`config.mk`:
```
export PLATFORM = sky130hd
export DESIGN_NAME = mmc_top
export DESIGN_NICKNAME = d
export VERILOG_FILES = /design/src/verilog/mmc_pkg.sv /design/src/verilog/mmc_page_map.sv /design/src/verilog/mmc_top.sv
export SDC_FILE = /design/constraint.sdc
export NUM_CORES = 1
export LEC_CHECK = 0
export ABC_AREA = 0
export BUFFER_PORTS_ARGS = -buffer_cell sky130_fd_sc_hd__buf_2
export CORE_AREA = 2 2 107 109
export DETAILED_ROUTE_END_ITERATION = 10
export DIE_AREA = 0 0 109 111
export PLACE_DENSITY_LB_ADDON = 0.2
export SKIP_CTS_REPAIR_TIMING = 1
export SLEW_MARGIN = 30
export SYNTH_ARGS = -nofsm -noshare
export SYNTH_HDL_FRONTEND = slang
export SYNTH_HIERARCHICAL = 1
export SYNTH_SLANG_ARGS = --single-unit
export TNS_END_PERCENT = 20
```
`constraint.sdc`:
```
create_clock -name aclk -period 3.4 [get_ports aclk]
set_input_delay 0.34 -clock aclk [delete_from_list [all_inputs] [get_ports aclk]]
set_output_delay 0.34 -clock aclk [all_outputs]
set_load 0.02 [all_outputs]
```
`src/verilog/mmc_pkg.sv`:
```
// constants shared by the memory map and mode control block
`default_nettype none
package mmc_pkg;
  // ==========================================================
  // register indices (byte address is four times the index)
  localparam logic [5:0] IDX_MODE   = 6'h0b;
  localparam logic [5:0] IDX_DIRECT = 6'h11;
  localparam logic [5:0] IDX_PROGRAM_PAGE_INDEX  = 6'h15;
  localparam logic [5:0] IDX_STATUS = 6'h20;
  // ==========================================================
  // field positions
  localparam int MODE_SEL_BIT   = 7;
  localparam int STAT_LOCK_BIT  = 0;
  localparam int STAT_DWR_BIT   = 1;
  localparam int STAT_SEC_BIT   = 2;
  localparam int STAT_SPEC_BIT  = 3;
  // ==========================================================
  // reset values and encodings
  localparam logic [3:0] PROGRAM_PAGE_INDEX_RST     = 4'he;
  localparam logic [7:0] DIRECT_RST    = 8'h00;
  localparam logic       MODE_NORMAL   = 1'b1;
  localparam logic       MODE_SPECIAL  = 1'b0;
  localparam logic [1:0] RESP_OKAY     = 2'h0;
  localparam logic [1:0] RESP_SLVERR   = 2'h2;
  // ==========================================================
  // local map layout
  localparam logic [1:0] WINDOW_SLOT   = 2'h2;
  localparam logic [1:0] FIXED_PAGE_HI = 2'h3;
  localparam logic [3:0] PFLASH_FIRST  = 4'hc;
endpackage
`default_nettype wire

```
`src/verilog/mmc_page_map.sv`:
```
// local to global address mapper, one per bus master
`default_nettype none
module mmc_page_map
(
  input  wire logic [15:0] local_addr,
  input  wire logic        direct_mode,
  input  wire logic [7:0]  direct_base,
  input  wire logic [3:0]  page_index,
  input  wire logic [3:0]  first_page,
  output logic      [17:0] global_addr,
  output logic             is_pflash,
  output logic             unimpl
);
  logic [15:0] eff;
  logic [3:0]  page;

  // direct accesses take their upper byte from the base register
  assign eff = direct_mode ? {direct_base, local_addr[7:0]} : local_addr; // [RULE_13]

  // window slot pages by index, the other slots are fixed pages
  assign page = (eff[15:14] == mmc_pkg::WINDOW_SLOT) ? page_index   // [RULE_14]
              : {mmc_pkg::FIXED_PAGE_HI, eff[15:14]};

  // 4 page bits over 14 offset bits span the 256 KByte space
  assign global_addr = {page, eff[13:0]}; // [RULE_08]
  // low fixed slot holds registers, rams and data flash, not program flash
  assign is_pflash = (eff[15:14] != 2'h0);
  // pages below the first implemented flash page hit nothing
  assign unimpl = is_pflash && (page < first_page);
endmodule
`default_nettype wire

```
`src/verilog/mmc_top.sv`:
```
// memory map, paging, arbitration and mode control with an axi4-lite register port
// Notes on behaviour
// [RULE_01] mode pin level is loaded into the mode selector when reset releases.
// [RULE_02] during reset mode follows the pin, afterwards the selector bit 7.
// [RULE_03] mode register at index 0x0b, selector in bit 7, rest zero, always readable.
// [RULE_04] disallowed mode write keeps selector; outside special mode it locks further writes.
// [RULE_05] while secured every write to the mode register is ignored.
// [RULE_06] special mode enters background debug after every reset.
// [RULE_07] processor access to unimplemented space requests a system reset.
// [RULE_08] paging reaches a 256 KByte global space from the local maps.
// [RULE_09] concurrent processor and debug requests are granted one at a time.
// [RULE_10] each master has its own local to global map.
// [RULE_11] secured device denies debug path access to program flash.
// [RULE_12] special to normal is allowed, normal to special is disallowed.
// [RULE_13] direct base register supplies local address bits 15 to 8.
// [RULE_14] page index selects the 16KB block shown at 0x8000 to 0xbfff.
// [RULE_15] page index register resets to 0x0e.
`default_nettype none
module mmc_top
#(
  parameter int          ADDR_W       = 8,
  parameter logic [3:0]  FIRST_PAGE   = mmc_pkg::PFLASH_FIRST
)
(
  input  wire logic              aclk,
  input  wire logic              aresetn,
  // axi4-lite register port
  input  wire logic [ADDR_W-1:0] s_awaddr,
  input  wire logic              s_awvalid,
  output logic                   s_awready,
  input  wire logic [31:0]       s_wdata,
  input  wire logic [3:0]        s_wstrb,
  input  wire logic              s_wvalid,
  output logic                   s_wready,
  output logic [1:0]             s_bresp,
  output logic                   s_bvalid,
  input  wire logic              s_bready,
  input  wire logic [ADDR_W-1:0] s_araddr,
  input  wire logic              s_arvalid,
  output logic                   s_arready,
  output logic [31:0]            s_rdata,
  output logic [1:0]             s_rresp,
  output logic                   s_rvalid,
  input  wire logic              s_rready,
  // mode pin and security state
  input  wire logic              mode_select_pin_bit,
  input  wire logic              secure_in,
  // processor master
  input  wire logic              cpu_req,
  input  wire logic [15:0]       cpu_addr,
  input  wire logic              cpu_direct,
  input  wire logic              cpu_we,
  input  wire logic [15:0]       cpu_wdata,
  output logic                   cpu_gnt,
  // debug master, with its own page register
  input  wire logic              dbg_req,
  input  wire logic [15:0]       dbg_addr,
  input  wire logic              dbg_we,
  input  wire logic [15:0]       dbg_wdata,
  input  wire logic              dbg_page_en,
  input  wire logic [3:0]        dbg_page,
  output logic                   dbg_gnt,
  output logic                   dbg_denied,
  // shared resource port
  output logic                   mem_req,
  output logic [17:0]            mem_addr,
  output logic                   mem_we,
  output logic [15:0]            mem_wdata,
  output logic                   mem_from_dbg,
  // mode and system outputs
  output logic                   normal_single_chip,
  output logic                   background_debug,
  output logic                   sys_reset_req
);
  // ==========================================================
  // elaboration checks
  if (ADDR_W < 8 || ADDR_W > 32)
  begin : g_chk_aw
    $error("address width must be 8 to 32 bits");
  end

  // ==========================================================
  // mode pin synchroniser
  logic pin_s1_q;
  logic pin_s2_q;

  // no reset here: the pin must keep being tracked while reset is low
  always_ff @(posedge aclk)
  begin
    pin_s1_q <= mode_select_pin_bit;
    pin_s2_q <= pin_s1_q;
  end

  // ==========================================================
  // register state
  logic       mode_q;
  logic       mode_lock_q;
  logic [7:0] direct_q;
  logic       direct_wr_q;
  logic [3:0] program_page_index_q;
  logic       rst_seen_q;
  logic       bdm_q;

  // write path signals
  logic              aw_held_q;
  logic              w_held_q;
  logic [ADDR_W-1:0] awaddr_q;
  logic [31:0]       wdata_q;
  logic [3:0]        wstrb_q;
  logic              do_write;
  logic [5:0]        w_idx;
  logic              w_mapped;
  logic              w_lane0;

  assign do_write = aw_held_q && w_held_q && !s_bvalid;
  assign w_idx    = awaddr_q[7:2];
  assign w_lane0  = wstrb_q[0];

  // decode of the write index, upper address bits must be clear
  always_comb
  begin
    w_mapped = 1'b0;
    if ((awaddr_q >> 8) != '0 || awaddr_q[1:0] != 2'h0)
      w_mapped = 1'b0;
    else if (w_idx == mmc_pkg::IDX_MODE)
      w_mapped = 1'b1;
    else if (w_idx == mmc_pkg::IDX_DIRECT)
      w_mapped = 1'b1;
    else if (w_idx == mmc_pkg::IDX_PROGRAM_PAGE_INDEX)
      w_mapped = 1'b1;
    else if (w_idx == mmc_pkg::IDX_STATUS)
      w_mapped = 1'b1;
  end

  // ==========================================================
  // mode selector
  logic mode_wr;
  logic mode_new;

  assign mode_wr  = do_write && w_mapped && w_lane0 && (w_idx == mmc_pkg::IDX_MODE);
  assign mode_new = wdata_q[mmc_pkg::MODE_SEL_BIT];

  // reset is synchronous, so the selector may track the pin while held
  always_ff @(posedge aclk)
  begin
    if (!aresetn)
      mode_q <= pin_s2_q; // [RULE_01] [RULE_02]
    else if (mode_wr && !secure_in && !mode_lock_q) // [RULE_05]
    begin
      // only special to normal moves, a normal to special request is dropped
      if (mode_q == mmc_pkg::MODE_SPECIAL) // [RULE_12]
        mode_q <= mode_new;
    end
  end

  // a refused request outside special mode freezes the selector until the next reset
  always_ff @(posedge aclk)
  begin
    if (!aresetn)
      mode_lock_q <= 1'b0;
    else if (mode_wr && !secure_in && mode_q == mmc_pkg::MODE_NORMAL
             && mode_new == mmc_pkg::MODE_SPECIAL)
      mode_lock_q <= 1'b1; // [RULE_04]
  end

  // ==========================================================
  // direct base and page index
  // direct base is free in special mode, writable once in normal mode
  always_ff @(posedge aclk)
  begin
    if (!aresetn)
    begin
      direct_q    <= mmc_pkg::DIRECT_RST;
      direct_wr_q <= 1'b0;
    end
    else if (do_write && w_mapped && w_lane0 && w_idx == mmc_pkg::IDX_DIRECT)
    begin
      if (mode_q == mmc_pkg::MODE_SPECIAL || !direct_wr_q)
        direct_q <= wdata_q[7:0];
      direct_wr_q <= 1'b1;
    end
  end

  // page index, low four bits only
  always_ff @(posedge aclk)
  begin
    if (!aresetn)
      program_page_index_q <= mmc_pkg::PROGRAM_PAGE_INDEX_RST; // [RULE_15]
    else if (do_write && w_mapped && w_lane0 && w_idx == mmc_pkg::IDX_PROGRAM_PAGE_INDEX)
      program_page_index_q <= wdata_q[3:0];
  end

  // ==========================================================
  // debug entry after reset
  // one cycle after release the selector holds the captured pin level
  always_ff @(posedge aclk)
  begin
    if (!aresetn)
    begin
      rst_seen_q <= 1'b0;
      bdm_q      <= 1'b0;
    end
    else if (!rst_seen_q)
    begin
      rst_seen_q <= 1'b1;
      bdm_q      <= (mode_q == mmc_pkg::MODE_SPECIAL); // [RULE_06]
    end
  end

  assign normal_single_chip = mode_q; // [RULE_02]
  assign background_debug   = bdm_q;

  // ==========================================================
  // axi4-lite write channel
  // address and data are taken independently, one write at a time
  always_ff @(posedge aclk)
  begin
    if (!aresetn)
    begin
      aw_held_q <= 1'b0;
      w_held_q  <= 1'b0;
      awaddr_q  <= '0;
      wdata_q   <= 32'h0000_0000;
      wstrb_q   <= 4'h0;
    end
    else
    begin
      if (s_awvalid && s_awready)
      begin
        aw_held_q <= 1'b1;
        awaddr_q  <= s_awaddr;
      end
      else if (do_write)
        aw_held_q <= 1'b0;
      if (s_wvalid && s_wready)
      begin
        w_held_q <= 1'b1;
        wdata_q  <= s_wdata;
        wstrb_q  <= s_wstrb;
      end
      else if (do_write)
        w_held_q <= 1'b0;
    end
  end

  assign s_awready = !aw_held_q && !s_bvalid && aresetn;
  assign s_wready  = !w_held_q && !s_bvalid && aresetn;

  // write response, unmapped slots answer slverr
  always_ff @(posedge aclk)
  begin
    if (!aresetn)
    begin
      s_bvalid <= 1'b0;
      s_bresp  <= mmc_pkg::RESP_OKAY;
    end
    else if (do_write)
    begin
      s_bvalid <= 1'b1;
      s_bresp  <= w_mapped ? mmc_pkg::RESP_OKAY : mmc_pkg::RESP_SLVERR;
    end
    else if (s_bready)
      s_bvalid <= 1'b0;
  end

  // ==========================================================
  // axi4-lite read channel
  logic [5:0]  r_idx;
  logic [31:0] r_word;
  logic        r_mapped;

  assign r_idx     = s_araddr[7:2];
  assign s_arready = !s_rvalid && aresetn;

  // read decode, reserved bits read as zero
  always_comb
  begin
    r_word   = 32'h0000_0000;
    r_mapped = 1'b1;
    if ((s_araddr >> 8) != '0 || s_araddr[1:0] != 2'h0)
      r_mapped = 1'b0;
    else if (r_idx == mmc_pkg::IDX_MODE)
      r_word[mmc_pkg::MODE_SEL_BIT] = mode_q; // [RULE_03]
    else if (r_idx == mmc_pkg::IDX_DIRECT)
      r_word[7:0] = direct_q;
    else if (r_idx == mmc_pkg::IDX_PROGRAM_PAGE_INDEX)
      r_word[3:0] = program_page_index_q;
    else if (r_idx == mmc_pkg::IDX_STATUS)
    begin
      r_word[mmc_pkg::STAT_LOCK_BIT] = mode_lock_q;
      r_word[mmc_pkg::STAT_DWR_BIT]  = direct_wr_q;
      r_word[mmc_pkg::STAT_SEC_BIT]  = secure_in;
      r_word[mmc_pkg::STAT_SPEC_BIT] = (mode_q == mmc_pkg::MODE_SPECIAL);
    end
    else
      r_mapped = 1'b0;
  end

  // read data is sampled at the address handshake
  always_ff @(posedge aclk)
  begin
    if (!aresetn)
    begin
      s_rvalid <= 1'b0;
      s_rdata  <= 32'h0000_0000;
      s_rresp  <= mmc_pkg::RESP_OKAY;
    end
    else if (s_arvalid && s_arready)
    begin
      s_rvalid <= 1'b1;
      s_rdata  <= r_word;
      s_rresp  <= r_mapped ? mmc_pkg::RESP_OKAY : mmc_pkg::RESP_SLVERR;
    end
    else if (s_rready)
      s_rvalid <= 1'b0;
  end

  // ==========================================================
  // per-master address maps
  logic [17:0] cpu_gaddr;
  logic        cpu_pfl;
  logic        cpu_unimpl;
  logic [17:0] dbg_gaddr;
  logic        dbg_pfl;
  logic        dbg_unimpl;

  // processor map: direct base and page index register
  mmc_page_map u_cpu_map // [RULE_10]
  (
    .local_addr  (cpu_addr),
    .direct_mode (cpu_direct),
    .direct_base (direct_q),
    .page_index  (program_page_index_q),
    .first_page  (FIRST_PAGE),
    .global_addr (cpu_gaddr),
    .is_pflash   (cpu_pfl),
    .unimpl      (cpu_unimpl)
  );

  // debug map: its own page register when enabled
  mmc_page_map u_dbg_map // [RULE_10]
  (
    .local_addr  (dbg_addr),
    .direct_mode (1'b0),
    .direct_base (direct_q),
    .page_index  (dbg_page_en ? dbg_page : program_page_index_q),
    .first_page  (FIRST_PAGE),
    .global_addr (dbg_gaddr),
    .is_pflash   (dbg_pfl),
    .unimpl      (dbg_unimpl)
  );

  // ==========================================================
  // arbitration
  logic last_dbg_q;
  logic pick_dbg;
  logic pick_cpu;
  logic gnt_busy;

  // grants are one-cycle pulses, requests stay high until granted
  assign gnt_busy = cpu_gnt || dbg_gnt;
  // alternate priority so neither master starves the other
  assign pick_dbg = !gnt_busy && dbg_req && (!cpu_req || !last_dbg_q); // [RULE_09]
  assign pick_cpu = !gnt_busy && cpu_req && !pick_dbg;

  always_ff @(posedge aclk)
  begin
    if (!aresetn)
    begin
      last_dbg_q   <= 1'b0;
      cpu_gnt      <= 1'b0;
      dbg_gnt      <= 1'b0;
      dbg_denied   <= 1'b0;
      mem_req      <= 1'b0;
      mem_addr     <= 18'h0_0000;
      mem_we       <= 1'b0;
      mem_wdata    <= 16'h0000;
      mem_from_dbg <= 1'b0;
    end
    else
    begin
      cpu_gnt    <= pick_cpu;
      dbg_gnt    <= pick_dbg;
      dbg_denied <= pick_dbg && secure_in && dbg_pfl; // [RULE_11]
      mem_req    <= (pick_cpu && !cpu_unimpl)
                  || (pick_dbg && !(secure_in && dbg_pfl) && !dbg_unimpl); // [RULE_09]
      if (pick_dbg || pick_cpu)
      begin
        last_dbg_q   <= pick_dbg;
        mem_addr     <= pick_dbg ? dbg_gaddr : cpu_gaddr;
        mem_we       <= pick_dbg ? dbg_we : cpu_we;
        mem_wdata    <= pick_dbg ? dbg_wdata : cpu_wdata;
        mem_from_dbg <= pick_dbg;
      end
    end
  end

  // ==========================================================
  // unimplemented access reset
  // both modes are single-chip, so any stray processor access resets
  always_ff @(posedge aclk)
  begin
    if (!aresetn)
      sys_reset_req <= 1'b0;
    else
      sys_reset_req <= pick_cpu && cpu_unimpl; // [RULE_07]
  end
endmodule
`default_nettype wire

```
# ---- After elaboration in Yosys (flattened, before gate mapping)
# Index checks and enable logic that the tools add are counted.
dict set report classes {
  addsub 0
  multipliers 0
  div_mod_pow 0
  order_cmp 2
  eq_ne 11
  n_shift 0
  muxes 37
  bitwise_logic 2
  reduce_logical 60
}
# op n
set ops {}
lappend ops {{1-bit logical AND} 32}
lappend ops {{16-bit two-way mux} 2}
lappend ops {{4-bit two-way mux} 7}
lappend ops {{6-bit by 5-bit == test with 1-bit output, second input constant} 4}
lappend ops {{1-bit two-way mux} 23}
lappend ops {{18-bit two-way mux} 1}
lappend ops {{2-bit nonzero test} 8}
lappend ops {{1-bit logical NOT} 14}
lappend ops {{6-bit by 4-bit == test with 1-bit output, second input constant} 2}
lappend ops {{6-bit == test, second input constant} 2}
lappend ops {{4-bit < comparator, second input constant} 2}
lappend ops {{8-bit two-way mux} 1}
lappend ops {{7-bit two-way mux} 1}
lappend ops {{1-bit logical OR} 5}
lappend ops {{2-bit == test, second input constant} 2}
lappend ops {{2-bit two-way mux} 2}
lappend ops {{2-bit by 1-bit != test with 1-bit output, second input constant} 1}
lappend ops {{1-bit inverter} 2}
lappend ops {{2-bit AND reduction} 1}
dict set report totals {
  regBits 93
  latchBits 0
  mem_bits_rw 0
  rom_bits 0
  in_bits 135
  out_inout_bits 84
  n_memories 0
}

# ---- Longest topological paths before layout
# Gate-level depths: netlist of the first run.
dict set report logic_depth {
  ltp_word 13
  mapped_depth 11
  mapped_depth_nobuf 10
}

# ---- Cells and area by module
# The synthesis of the first run kept the hierarchy.
# mod n_inst cells_per_inst area_each_um2 seq_area_each_um2
set modules_own_cells {}
lappend modules_own_cells {mmc_top 1 479 4135.2 1831.8}
lappend modules_own_cells {mmc_page_map 2 40 329.1 0.0}

# ---- Worst setup path before layout of the first run
# No wires, ideal clock.
dict set report synth_path {
  path_type {input to register}
  start {input dbg_page_en}
  end {register mem_req}
  setup_ps 122
  arrival_ps 1685
  required_ps 3278
  slack_ps 1593
  path_stages 9
  n_path_buf 0
  cell_sequence {mux2_2 -> o21ai_0 -> o21ai_0 -> ha_1 -> o21a_1 -> o221ai_2 -> and3b_1 -> nand2b_1 -> o22ai_1}
}
dict set report synth_between {
  elab_chain_cells 7
}
# item line
set synth_rtl {}
lappend synth_rtl {{start, declared} mmc_top.sv:60} ;# input wire logic dbg_page_en,
lappend synth_rtl {{4-bit two-way mux} mmc_top.sv:346} ;# .page_index (dbg_page_en ? dbg_page : program_page_index_q),
lappend synth_rtl {{4-bit two-way mux} mmc_page_map.sv:21} ;# assign page = (eff[15:14] == mmc_pkg::WINDOW_SLOT) ? page_index
lappend synth_rtl {{net dbg_gaddr[15]} mmc_top.sv:323} ;# logic [17:0] dbg_gaddr;
lappend synth_rtl {{4-bit < comparator} mmc_page_map.sv:29} ;# assign unimpl = is_pflash && (page < first_page);
lappend synth_rtl {{1-bit logical AND} mmc_page_map.sv:29}
lappend synth_rtl {{net dbg_unimpl} mmc_top.sv:325} ;# logic dbg_unimpl;
lappend synth_rtl {{1-bit logical NOT} mmc_top.sv:386} ;# || (pick_dbg && !(secure_in && dbg_pfl) && !dbg_unimpl);
lappend synth_rtl {{1-bit logical AND} mmc_top.sv:386}
lappend synth_rtl {{1-bit logical OR} mmc_top.sv:386}
lappend synth_rtl {{end signal, assigned} mmc_top.sv:385} ;# mem_req <= (pick_cpu && !cpu_unimpl)
lappend synth_rtl {{end, declared} mmc_top.sv:65} ;# output logic mem_req,
# The timed path passes the listed nets, and every way through them passes these cells.
# A chain may end at the register's enable or synchronous reset.

# ---- Worst setup path after layout of the first run
dict set report layout_path {
  start {register program_page_index_q[1]}
  end {register mem_req}
}
dict set report layout_between {
  elab_chain_cells 7
  word_cells_on_any_way 12
}
# item line
set layout_rtl {}
lappend layout_rtl {{start, declared} mmc_top.sv:100} ;# logic [3:0] program_page_index_q;
lappend layout_rtl {{start signal, assigned} mmc_top.sv:188} ;# program_page_index_q <= mmc_pkg::PROGRAM_PAGE_INDEX_RST;
lappend layout_rtl {{start signal, assigned} mmc_top.sv:190} ;# program_page_index_q <= wdata_q[3:0];
lappend layout_rtl {{4-bit two-way mux} mmc_top.sv:346}
lappend layout_rtl {{4-bit two-way mux} mmc_page_map.sv:21}
lappend layout_rtl {{net dbg_gaddr[15]} mmc_top.sv:323}
lappend layout_rtl {{4-bit < comparator} mmc_page_map.sv:29}
lappend layout_rtl {{1-bit logical AND} mmc_page_map.sv:29}
lappend layout_rtl {{net dbg_unimpl} mmc_top.sv:325}
lappend layout_rtl {{1-bit logical NOT} mmc_top.sv:386}
lappend layout_rtl {{1-bit logical AND} mmc_top.sv:386}
lappend layout_rtl {{1-bit logical OR} mmc_top.sv:386}
# The timed path passes the listed nets, and every way through them passes these cells.

==> reports/qor.txt, run 1 <==
status = complete, no violations
wire length per cell = 14.1 um
clock tree buffer depth = 2
Static Leakage = 0.00259 uW
Fin Setup TNS = 0 ns
Netlist Area Pre-Place = 4790 um^2
Worst-Margin Slew = 0.655 ns
Design Area, Final = 5790 um^2
Gate power share = 18.9%
via count = 4,276
First-pass DRT Iterations = 4
CTS H-tree depth = 3
Finish-stage setup viols = 0
vias in the first global route = 4,107
Yosys top cell by area = dfxtp_1
Overall Global Routing Usage = 19.9%
CTS Root Cell = clkbuf_16
Sw Share = 28.7%
first-pass GRT wire length = 19,200 um
EDFF count, synth = 1
Slew Limit Fails = 0
layout cells sized above 1 = 33.9%
Setup CP Type = flop to flop
chip height = 111 um
DRC viols = 0
CP bufs+invs = 0
CTS tree = built
ys flop type = dfxtp_1
HPWL Detailed = 8960 um
Total Routed Length = 12,000 um
P_sw = 763 uW
crit-path leading delay family = compound AO/OA/AOI/OAI gates
CP peak stage delay = 0.42 ns
GP Congestion = 0.823
Internal Power = 1890 uW
Hold Path Class = primary input to flop
minimum clock period = 2.08 ns
fin worst setup slack = 1.32 ns
Finished Layout Cells = 849
crit start category = flop
post-synthesis cell type count = 59
clock latency on the worst-skew pair = 0.33 ns
Peak Freq = 0.480 GHz
share of async-settable or async-resettable flops after synthesis = 0%
Place WS = 1.19 ns
Synth warnings = 6
final hold violation count = 0
clk_skew = 0.00793 ns
worst path arrival time = 2.30 ns
antenna violations before repair = 0
peak supply drop = 0.270 mV
Critical Path Sink Type = flop
flops & latches, synth = 91
clk sinks = 91
post-synthesis sequential area ratio = 38.2%
CP cell instances = mux2_2 -> o21ai_0 -> o21ai_0 -> ha_1 -> o21a_1 -> o221ai_2 -> and3b_1 -> nand2b_1 -> o22ai_1
relative slew slack = 55.7%
clock-pin slew on the worst setup and hold paths = 0.06 ns
Ports = 219
nets = 843
CP max FO = 5
worst endpoint required time = 3.62 ns
Placed Area = 5500 um^2
Core Area = 11,100 um^2
Area contributors post-synth = dfxtp_1 38%, nand2_1 8.9%, buf_4 6.6%
die footprint = 12,100 um^2
FP Rows = 39
PD cells = 459 nW/um^2
gr ovfl total = 0
critical path's slowest cell = dfxtp_1
Inst Count DP = 834
ANT nets after route = 0
crit share post-route = 61.2%
die width = 109 um
CP most frequent cell = o21ai_0
1st-iter DRT viols = 218
unrepaired setup endpoints after global routing = false
Max-Cap Viols = 0
CTS buffer count = 9
input/output buffers = 165
Clk pwr share = 36.8%
total power = 2660 uW
Seq pwr share = 44.3%
Mean Syn Cell Area = 8.57 um^2
Layout area overhead = 20.8%
synthesized instance count = 559
vias per inst = 5.04
top-area cell type share of the netlist area = 37.6%
Antenna Cells = 0
Starting Density = 43.3%
largest net degree at the start of global routing = 56
[per-layer routing]
metal,GRT usage (%),routed length [um],vias up
li1,-,-,2151
met1,23.7,5150,1992
met2,35.0,6070,115
met3,3.41,552,18
met4,7.69,238,0
met5,0,0,-
[path summary, 6_finish.rpt]
| kind | start | to | slack, ns | depth (start not counted) |
|---|---|---|---|---|
| setup / recovery | program_page_index_q[1] | mem_req | 1.32 | 9 |
| hold / removal | mode_select_pin_bit | pin_s1_q | 0.11 | 1 |
| setup reg to reg | program_page_index_q[1] | mem_req | 1.32 | 9 |
| hold reg to reg | pin_s1_q | pin_s2_q | 0.33 | 0 |
[power groups by stage]
stage | registers, uW | logic, uW | clock network (uW)
4_1_cts | 1180 | 503 | 1000
3_3_place_gp | 1200 | 491 | 0
6_report | 1180 | 502 | 978
3_5_place_dp | 1200 | 502 | 0
2_1_floorplan | 1260 | 313 | 0
5_1_grt | 1180 | 553 | 1040
[per-stage QoR]
step                      utilization [%]  hold slack (ns)
after floorplan                         -            0.310
after CTS                            52.3           0.0949
after global routing                 52.3           0.0995
after detailed placement             49.7            0.322
after global placement               49.7            0.320
final                                52.3            0.109
[state kept, by name, summed over array words and instances, names as in the netlist, 4 cells and up]
signal,count
direct_q,8
program_page_index_q,4
awaddr_q,8
mem_addr,18
s_rdata,8
mem_wdata,16
wdata_q,8
[layout by cell type (no fill, tap or decap), types with 4 or more instances in the layout]
cell and count:
and2_1 5, nand2_1 114, a21oi_1 11, o31ai_1 4, a311oi_1 15, buf_2 165, dfxtp_1 90, a22oi_1 4
a311oi_2 18, buf_4 6, nand2b_1 8, nand3_1 10, a21boi_0 7, nor2b_1 11, o21ai_0 21, mux2_2 16
inv_1 14, or2b_1 4, nor2_1 56, nand4_1 4, ha_1 6, mux2i_1 11, conb_1 36, clkbuf_16 9
[kinds of logic (layout without fill, tap and decap cells)]
logic type               count (synthesis)  after routing  synth area share [%]
AO/OA/AOI/OAI                          105            105                  19.3
adder cells (fa/ha/maj)                  6              6                  1.57
buffers and inverters                   88            201                  11.1
flip-flops                              91             91                  38.2
multiplexers                            27             27                  6.06
other                                    2             36                 0.157
AND/OR/NAND/NOR                        240            240                  23.7
[cell type report]
| cell class | count | area, um^2 |
|---|---|---|
| Multi-Input combinational cell | 414 | 2570 |
| Clock buffer | 10 | 229 |
| Fill cell | 1081 | 5290 |
| Clock inverter | 5 | 56.3 |
| Sequential cell | 91 | 1830 |
| Timing Repair Buffer | 171 | 871 |
| Tap cell | 143 | 179 |
| Inverter | 15 | 56.3 |
[synthesized netlist by cell type (3+ instances only)]
master and count:
buf_4 42, buf_6 5, and3b_1 3, nor2_1 56, nand3_1 10, a21boi_0 7, a22oi_1 4, a21oi_1 11
buf_2 4, nand2_1 114, nor2b_1 11, mux2_2 16, a311oi_1 15, mux2i_1 11, o21ai_0 21, o31ai_1 4
nand2b_1 8, ha_1 6, nor3_1 3, o21a_1 3, dfxtp_1 90, or2b_1 4, clkbuf_1 21, nand4_1 4
and2_1 5, inv_1 14, a311oi_2 18, a22o_1 3
No activity file was read; power rests on OpenSTA's default activity.
==> run 2, diff against run 1 <==
Clock period 3.4 ns to 2.05 ns, I/O delays scaled along.
==> run 2 against run 1 <==
  * Cell count rose by 0.94%
  * Setup slack worse by 1.2 ns
  * Worst hold slack worse by 0.067 ns
  * Fmax rose by 9.0%
  * Sequential power up 65%
  * First-iteration DRC count increased by 6.4%
  * Register-to-register slack got worse by 1.2 ns
  * Critical endpoint unchanged
  * Largest cell class unchanged
  * Highest routed layer unchanged
==> reports/qor.txt, run 2 (synthesized netlist as in run 1, its figures left out) <==
status = complete, no violations
crit share post-route = 93.2% (+32 points)
Layout area overhead = 22.9%
GP Congestion = 0.894 (+8.6%)
clk sinks = 91 (unchanged)
First-pass DRT Iterations = 4 (unchanged)
FP Rows = 39 (unchanged)
CP max FO = 2 (-3)
P_sw = 1300 uW (+71%)
most common cell after layout, fill and taps aside = buf_2
antenna violations before repair = 0 (unchanged)
Critical Path Sink Type = flop
via count = 4,353 (+1.8%)
CP cell instances = mux2_2 -> o21ai_0 -> o21ai_0 -> ha_1 -> o21a_1 -> o221ai_2 -> and3b_1 -> nand2b_1 -> o22ai_1
largest registers = mem_addr: 18 flops, mem_wdata: 16 flops
clock tree buffer depth = 2 (unchanged)
first-pass GRT wire length = 19,500 um (+1.7%)
Slew Limit Fails = 0 (unchanged)
most frequent cells in the layout = 165 x buf_2, 114 x nand2_1, 90 x dfxtp_1, 56 x nor2_1, 36 x conb_1
gr ovfl total = 0 (unchanged)
layout cells sized above 1 = 34.5% (+0.60 points)
clock latency on the worst-skew pair = 0.34 ns (about the same)
Core Area = 11,100 um^2 (unchanged)
Ports = 219 (unchanged)
Antenna Cells = 0 (unchanged)
Total Routed Length = 12,200 um (+1.6%)
hold slack = 0.0418 ns (-0.0667 ns)
worst endpoint required time = 2.28 ns (-1.34 ns)
peak supply drop = 0.450 mV (+67%)
CP peak stage delay = 0.33 ns (-0.09 ns)
HPWL Detailed = 9220 um (+2.9%)
clk_skew = 0.00448 ns (-0.00345 ns)
CP bufs+invs = 0 (unchanged)
Hold Path Class = primary input to flop
unrepaired setup endpoints after global routing = false
wire length per cell = 14.2 um (+0.63%)
1st-iter DRT viols = 232 (+6.4%)
ANT nets after route = 0 (unchanged)
worst path arrival time = 2.14 ns (-0.16 ns)
Max-Cap Viols = 0 (unchanged)
Setup CP Type = flop to flop
max FFs per register = 18 (unchanged)
chip height = 111 um (unchanged)
PD cells = 759 nW/um^2 (+65%)
DRC viols = 0 (unchanged)
Internal Power = 3170 uW (+67%)
Overall Global Routing Usage = 20.2% (+0.32 points)
critical path's slowest cell = dfxtp_1
Seq pwr share = 43.7% (-0.6 points)
Finish-stage setup viols = 0 (unchanged)
Peak Freq = 0.524 GHz (+9.0%)
CTS tree = built
vias per inst = 5.08 (+0.85%)
Starting Density = 43.3% (unchanged)
vias in the first global route = 4,190 (+2.0%)
CTS buffer count = 9 (unchanged)
die footprint = 12,100 um^2 (unchanged)
Clk pwr share = 37.2% (+0.4 points)
CTS Root Cell = clkbuf_16
CTS H-tree depth = 3 (unchanged)
Sw Share = 29.2% (+0.43 points)
Gate power share = 19.1% (+0.2 points)
crit-path leading delay family = compound AO/OA/AOI/OAI gates
input/output buffers = 165 (unchanged)
nets = 850 (+0.83%)
CP most frequent cell = o21ai_0
clock-pin slew on the worst setup and hold paths = 0.06 ns (about the same)
final hold violation count = 0 (unchanged)
Reg with most FFs = mem_addr
crit start category = flop
Static Leakage = 0.00263 uW (+1.7%)
die width = 109 um (unchanged)
largest net degree at the start of global routing = 69 (+23%)
Fin Setup TNS = 0 ns (unchanged)
minimum clock period = 1.91 ns (-0.173 ns)
run 2: worst paths after layout:
kind / startpoint / end / slack [ns] / cells past startpoint
worst min register to register: pin_s1_q / pin_s2_q / 0.33 / 0
worst min-delay path: s_rready / s_rvalid / 0.04 / 2
worst max-delay path: program_page_index_q[1] / mem_req / 0.14 / 9
worst max register to register: program_page_index_q[1] / mem_req / 0.14 / 9
run 2: area by class of cell:
class                           instances  area [um^2]
Fill cell                            1079         5180
Clock inverter                          6         66.3
Timing Repair Buffer                  178          963
Tap cell                              143          179
Sequential cell                        91         1830
Inverter                               15         56.3
Multi-Input combinational cell        414         2570
Clock buffer                           10          229
run 2: worst register-to-register path, cell delays in order (launching register included):
cell and delay [ns]:
dfxtp_1 0.33, mux2_2 0.16, o21ai_0 0.06, o21ai_0 0.30, ha_1 0.30, o21a_1 0.18, o221ai_2 0.15, and3b_1 0.17
nand2b_1 0.09, o22ai_1 0.06
run 2: metal layers:
metal | up-vias | wire [um] | global-route usage [%]
li1 | 2157 | - | -
met1 | 2042 | 5160 | 24.3
met2 | 122 | 6050 | 33.8
met3 | 32 | 578 | 4.29
met4 | 0 | 409 | 9.66
met5 | - | 0 | 0
run 2: stage by stage:
| step | std cells | setup slack (ns) | instance area [um^2] | total power, uW | util (%) |
|---|---|---|---|---|---|
| global route | 857 | 0.0147 | 5890 | 4690 | 53.2 |
| floorplan | 593 | 0.325 | 4920 | 2610 | - |
| finish | 857 | 0.140 | 5890 | 4470 | 53.2 |
| CTS | 856 | 0.101 | 5880 | 4510 | 53.1 |
| global placement | 840 | 0.107 | 5590 | 2820 | 50.4 |
| detailed placement | 840 | 0.0197 | 5590 | 2840 | 50.4 |
run 2: power by group through the flow:
stage          sequential [uW]  combinational (uW)  clock, uW
5_1_grt                   1960                 934       1790
3_3_place_gp              1990                 832          0
3_5_place_dp              1990                 853          0
4_1_cts                   1950                 855       1710
2_1_floorplan             2090                 519          0
6_report                  1950                 855       1660
==> run 3, diff against run 2 <==
Settings changed: BUFFER_PORTS_ARGS -buffer_cell sky130_fd_sc_hd__buf_2 to default, DONT_BUFFER_PORTS from default to 1.
==> run 3 against run 2 <==
  * Setup slack improved by 0.028 ns
  * First-iteration DRC count rose by 0.43%
  * Largest cell class unchanged
  * Clock-buffer cell count rose by 1
  * Via count fell by 16%
  * Worst hold slack got worse by 0.037 ns
  * Wire length fell by 8.1%
  * Combinational power fell by 38%
  * Sequential share of layout area rose by 5.0 points
  * Die area did not move
==> reports/qor.txt, run 3 (synthesized netlist as in run 1, its figures left out) <==
status = complete, no violations
1st-iter DRT viols = 233 (+0.43%)
max FFs per register = 18 (unchanged)
clock latency on the worst-skew pair = 0.33 ns (about the same)
Hold Path Class = primary input to flop
CTS H-tree depth = 3 (unchanged)
Slew Limit Fails = 0 (unchanged)
antenna violations before repair = 0 (unchanged)
Place WS = 0.158 ns (+0.139 ns)
Fin Setup TNS = 0 ns (unchanged)
fin worst setup slack = 0.169 ns (+0.0282 ns)
CTS buffer count = 9 (unchanged)
chip height = 111 um (unchanged)
clock-pin slew on the worst setup and hold paths = 0.07 ns (about the same)
Peak Freq = 0.532 GHz (+1.5%)
worst endpoint required time = 2.27 ns (about the same)
largest net degree at the start of global routing = 69 (unchanged)
Internal Power = 3050 uW (-3.7%)
via count = 3,663 (-16%)
final hold violation count = 0 (unchanged)
ANT nets after route = 0 (unchanged)
First-pass DRT Iterations = 5 (+1)
CTS Root Cell = clkbuf_16
clock tree buffer depth = 2 (unchanged)
Setup CP Type = flop to flop
die width = 109 um (unchanged)
vias per inst = 5.29 (+4.1%)
Critical Path Sink Type = flop
Static Leakage = 0.00193 uW (-27%)
relative slew slack = 61.2%
clk sinks = 91 (unchanged)
clk_skew = 0.00730 ns (+0.00282 ns)
first-pass GRT wire length = 17,400 um (-11%)
Sw Share = 28.3% (-0.83 points)
Layout area overhead = 6.00%
crit share post-route = 91.8% (-1.4 points)
worst path arrival time = 2.10 ns (-0.04 ns)
CTS tree = built
layout cells sized above 1 = 14.2% (-20 points)
gr ovfl total = 0 (unchanged)
Ports = 219 (unchanged)
crit start category = flop
Antenna Cells = 0 (unchanged)
input/output buffers = 0 (-100%)
DRC viols = 0 (unchanged)
most frequent cells in the layout = 114 x nand2_1, 90 x dfxtp_1, 56 x nor2_1, 36 x conb_1, 21 x o21ai_0
P_sw = 1210 uW (-7.5%)
CP max FO = 2 (unchanged)
Worst-Margin Slew = 0.580 ns
Seq pwr share = 48.7% (+5.0 points)
Core Area = 11,100 um^2 (unchanged)
Finish-stage setup viols = 0 (unchanged)
wire length per cell = 16.2 um (+14%)
vias in the first global route = 3,530 (-16%)
most common cell after layout, fill and taps aside = nand2_1
HPWL Detailed = 8220 um (-11%)
nets = 686 (-19%)
largest registers = mem_addr: 18 flops, mem_wdata: 16 flops
Reg with most FFs = mem_addr
FP Rows = 39 (unchanged)
minimum clock period = 1.88 ns (-0.0282 ns)
GP Congestion = 0.784 (-12%)
Clk pwr share = 38.8% (+1.6 points)
Layout fillers = 1,104 (+2.3%)
PD cells = 837 nW/um^2 (+10%)
Starting Density = 43.3% (unchanged)
unrepaired setup endpoints after global routing = false
Gate power share = 12.5% (-6.6 points)
peak supply drop = 0.350 mV (-22%)
Max-Cap Viols = 0 (unchanged)
Total Routed Length = 11,200 um (-8.1%)
Overall Global Routing Usage = 18.2% (-2.0 points)
die footprint = 12,100 um^2 (unchanged)
## run 3: cell count changes in the layout (fill, tap and decap cells not counted)
| cell | before | now |
|---|---|---|
| buf_2 | 165 | 0 |
| dlygate4sd3_1 | 1 | 4 |
| buf_4 | 9 | 7 |
| clkbuf_1 | 1 | 2 |
| clkinv_2 | 1 | 0 |
| clkinv_4 | 0 | 1 |
| clkinvlp_4 | 3 | 2 |
## run 3: per-stage QoR
step           utilization [%]  hold WS, ns  total power (uW)  std cells  cell area (um^2)
2_1_floorplan                -        0.233              2610        593              4920
3_3_place_gp              42.8        0.233              2620        673              4750
3_5_place_dp              42.8        0.233              2630        673              4750
4_1_cts                   45.5       -0.120              4290        689              5040
5_1_grt                   45.9      0.00486              4440        693              5080
6_report                  45.9      0.00476              4260        693              5080
## run 3: final timing paths
| check | startpoint | endpoint | slack, ns | depth (start not counted) |
|---|---|---|---|---|
| setup / recovery | program_page_index_q[1] | mem_req | 0.17 | 9 |
| hold reg to reg | pin_s1_q | pin_s2_q | 0.33 | 0 |
| setup reg to reg | program_page_index_q[1] | mem_req | 0.17 | 9 |
| hold / removal | s_wstrb[0] | wstrb_q[0] | 0.005 | 2 |
## run 3: final cells by class
cell class	count	area, um^2	area share (%)
well taps	143	179	3.52
multi-input cells	414	2570	50.5
inverters	15	56.3	1.11
clock inverters	5	62.6	1.23
clock buffers	11	233	4.58
repair buffers	14	153	3.00
flip-flops and latches	91	1830	36.1
## run 3: routing by layer
metal	up-vias	share of wire, %	GRT usage, %
li1	1832	-	-
met1	1710	41	21.5
met2	107	51	31.7
met3	14	6.4	4.17
met4	0	1.6	6.41
met5	-	0	0
## run 3: critical path: stages (launching register included)
cell	delay, ns
dfxtp_1	0.33
mux2_2	0.16
o21ai_0	0.07
o21ai_0	0.26
ha_1	0.30
o21a_1	0.18
o221ai_2	0.14
and3b_1	0.17
nand2b_1	0.10
o22ai_1	0.06
## run 3: power groups by stage
stage	clock network [uW]	logic (uW)	registers [uW]
4_1_cts	1690	523	2070
3_3_place_gp	0	508	2110
5_1_grt	1760	594	2090
3_5_place_dp	0	521	2110
2_1_floorplan	0	519	2090
6_report	1650	532	2070
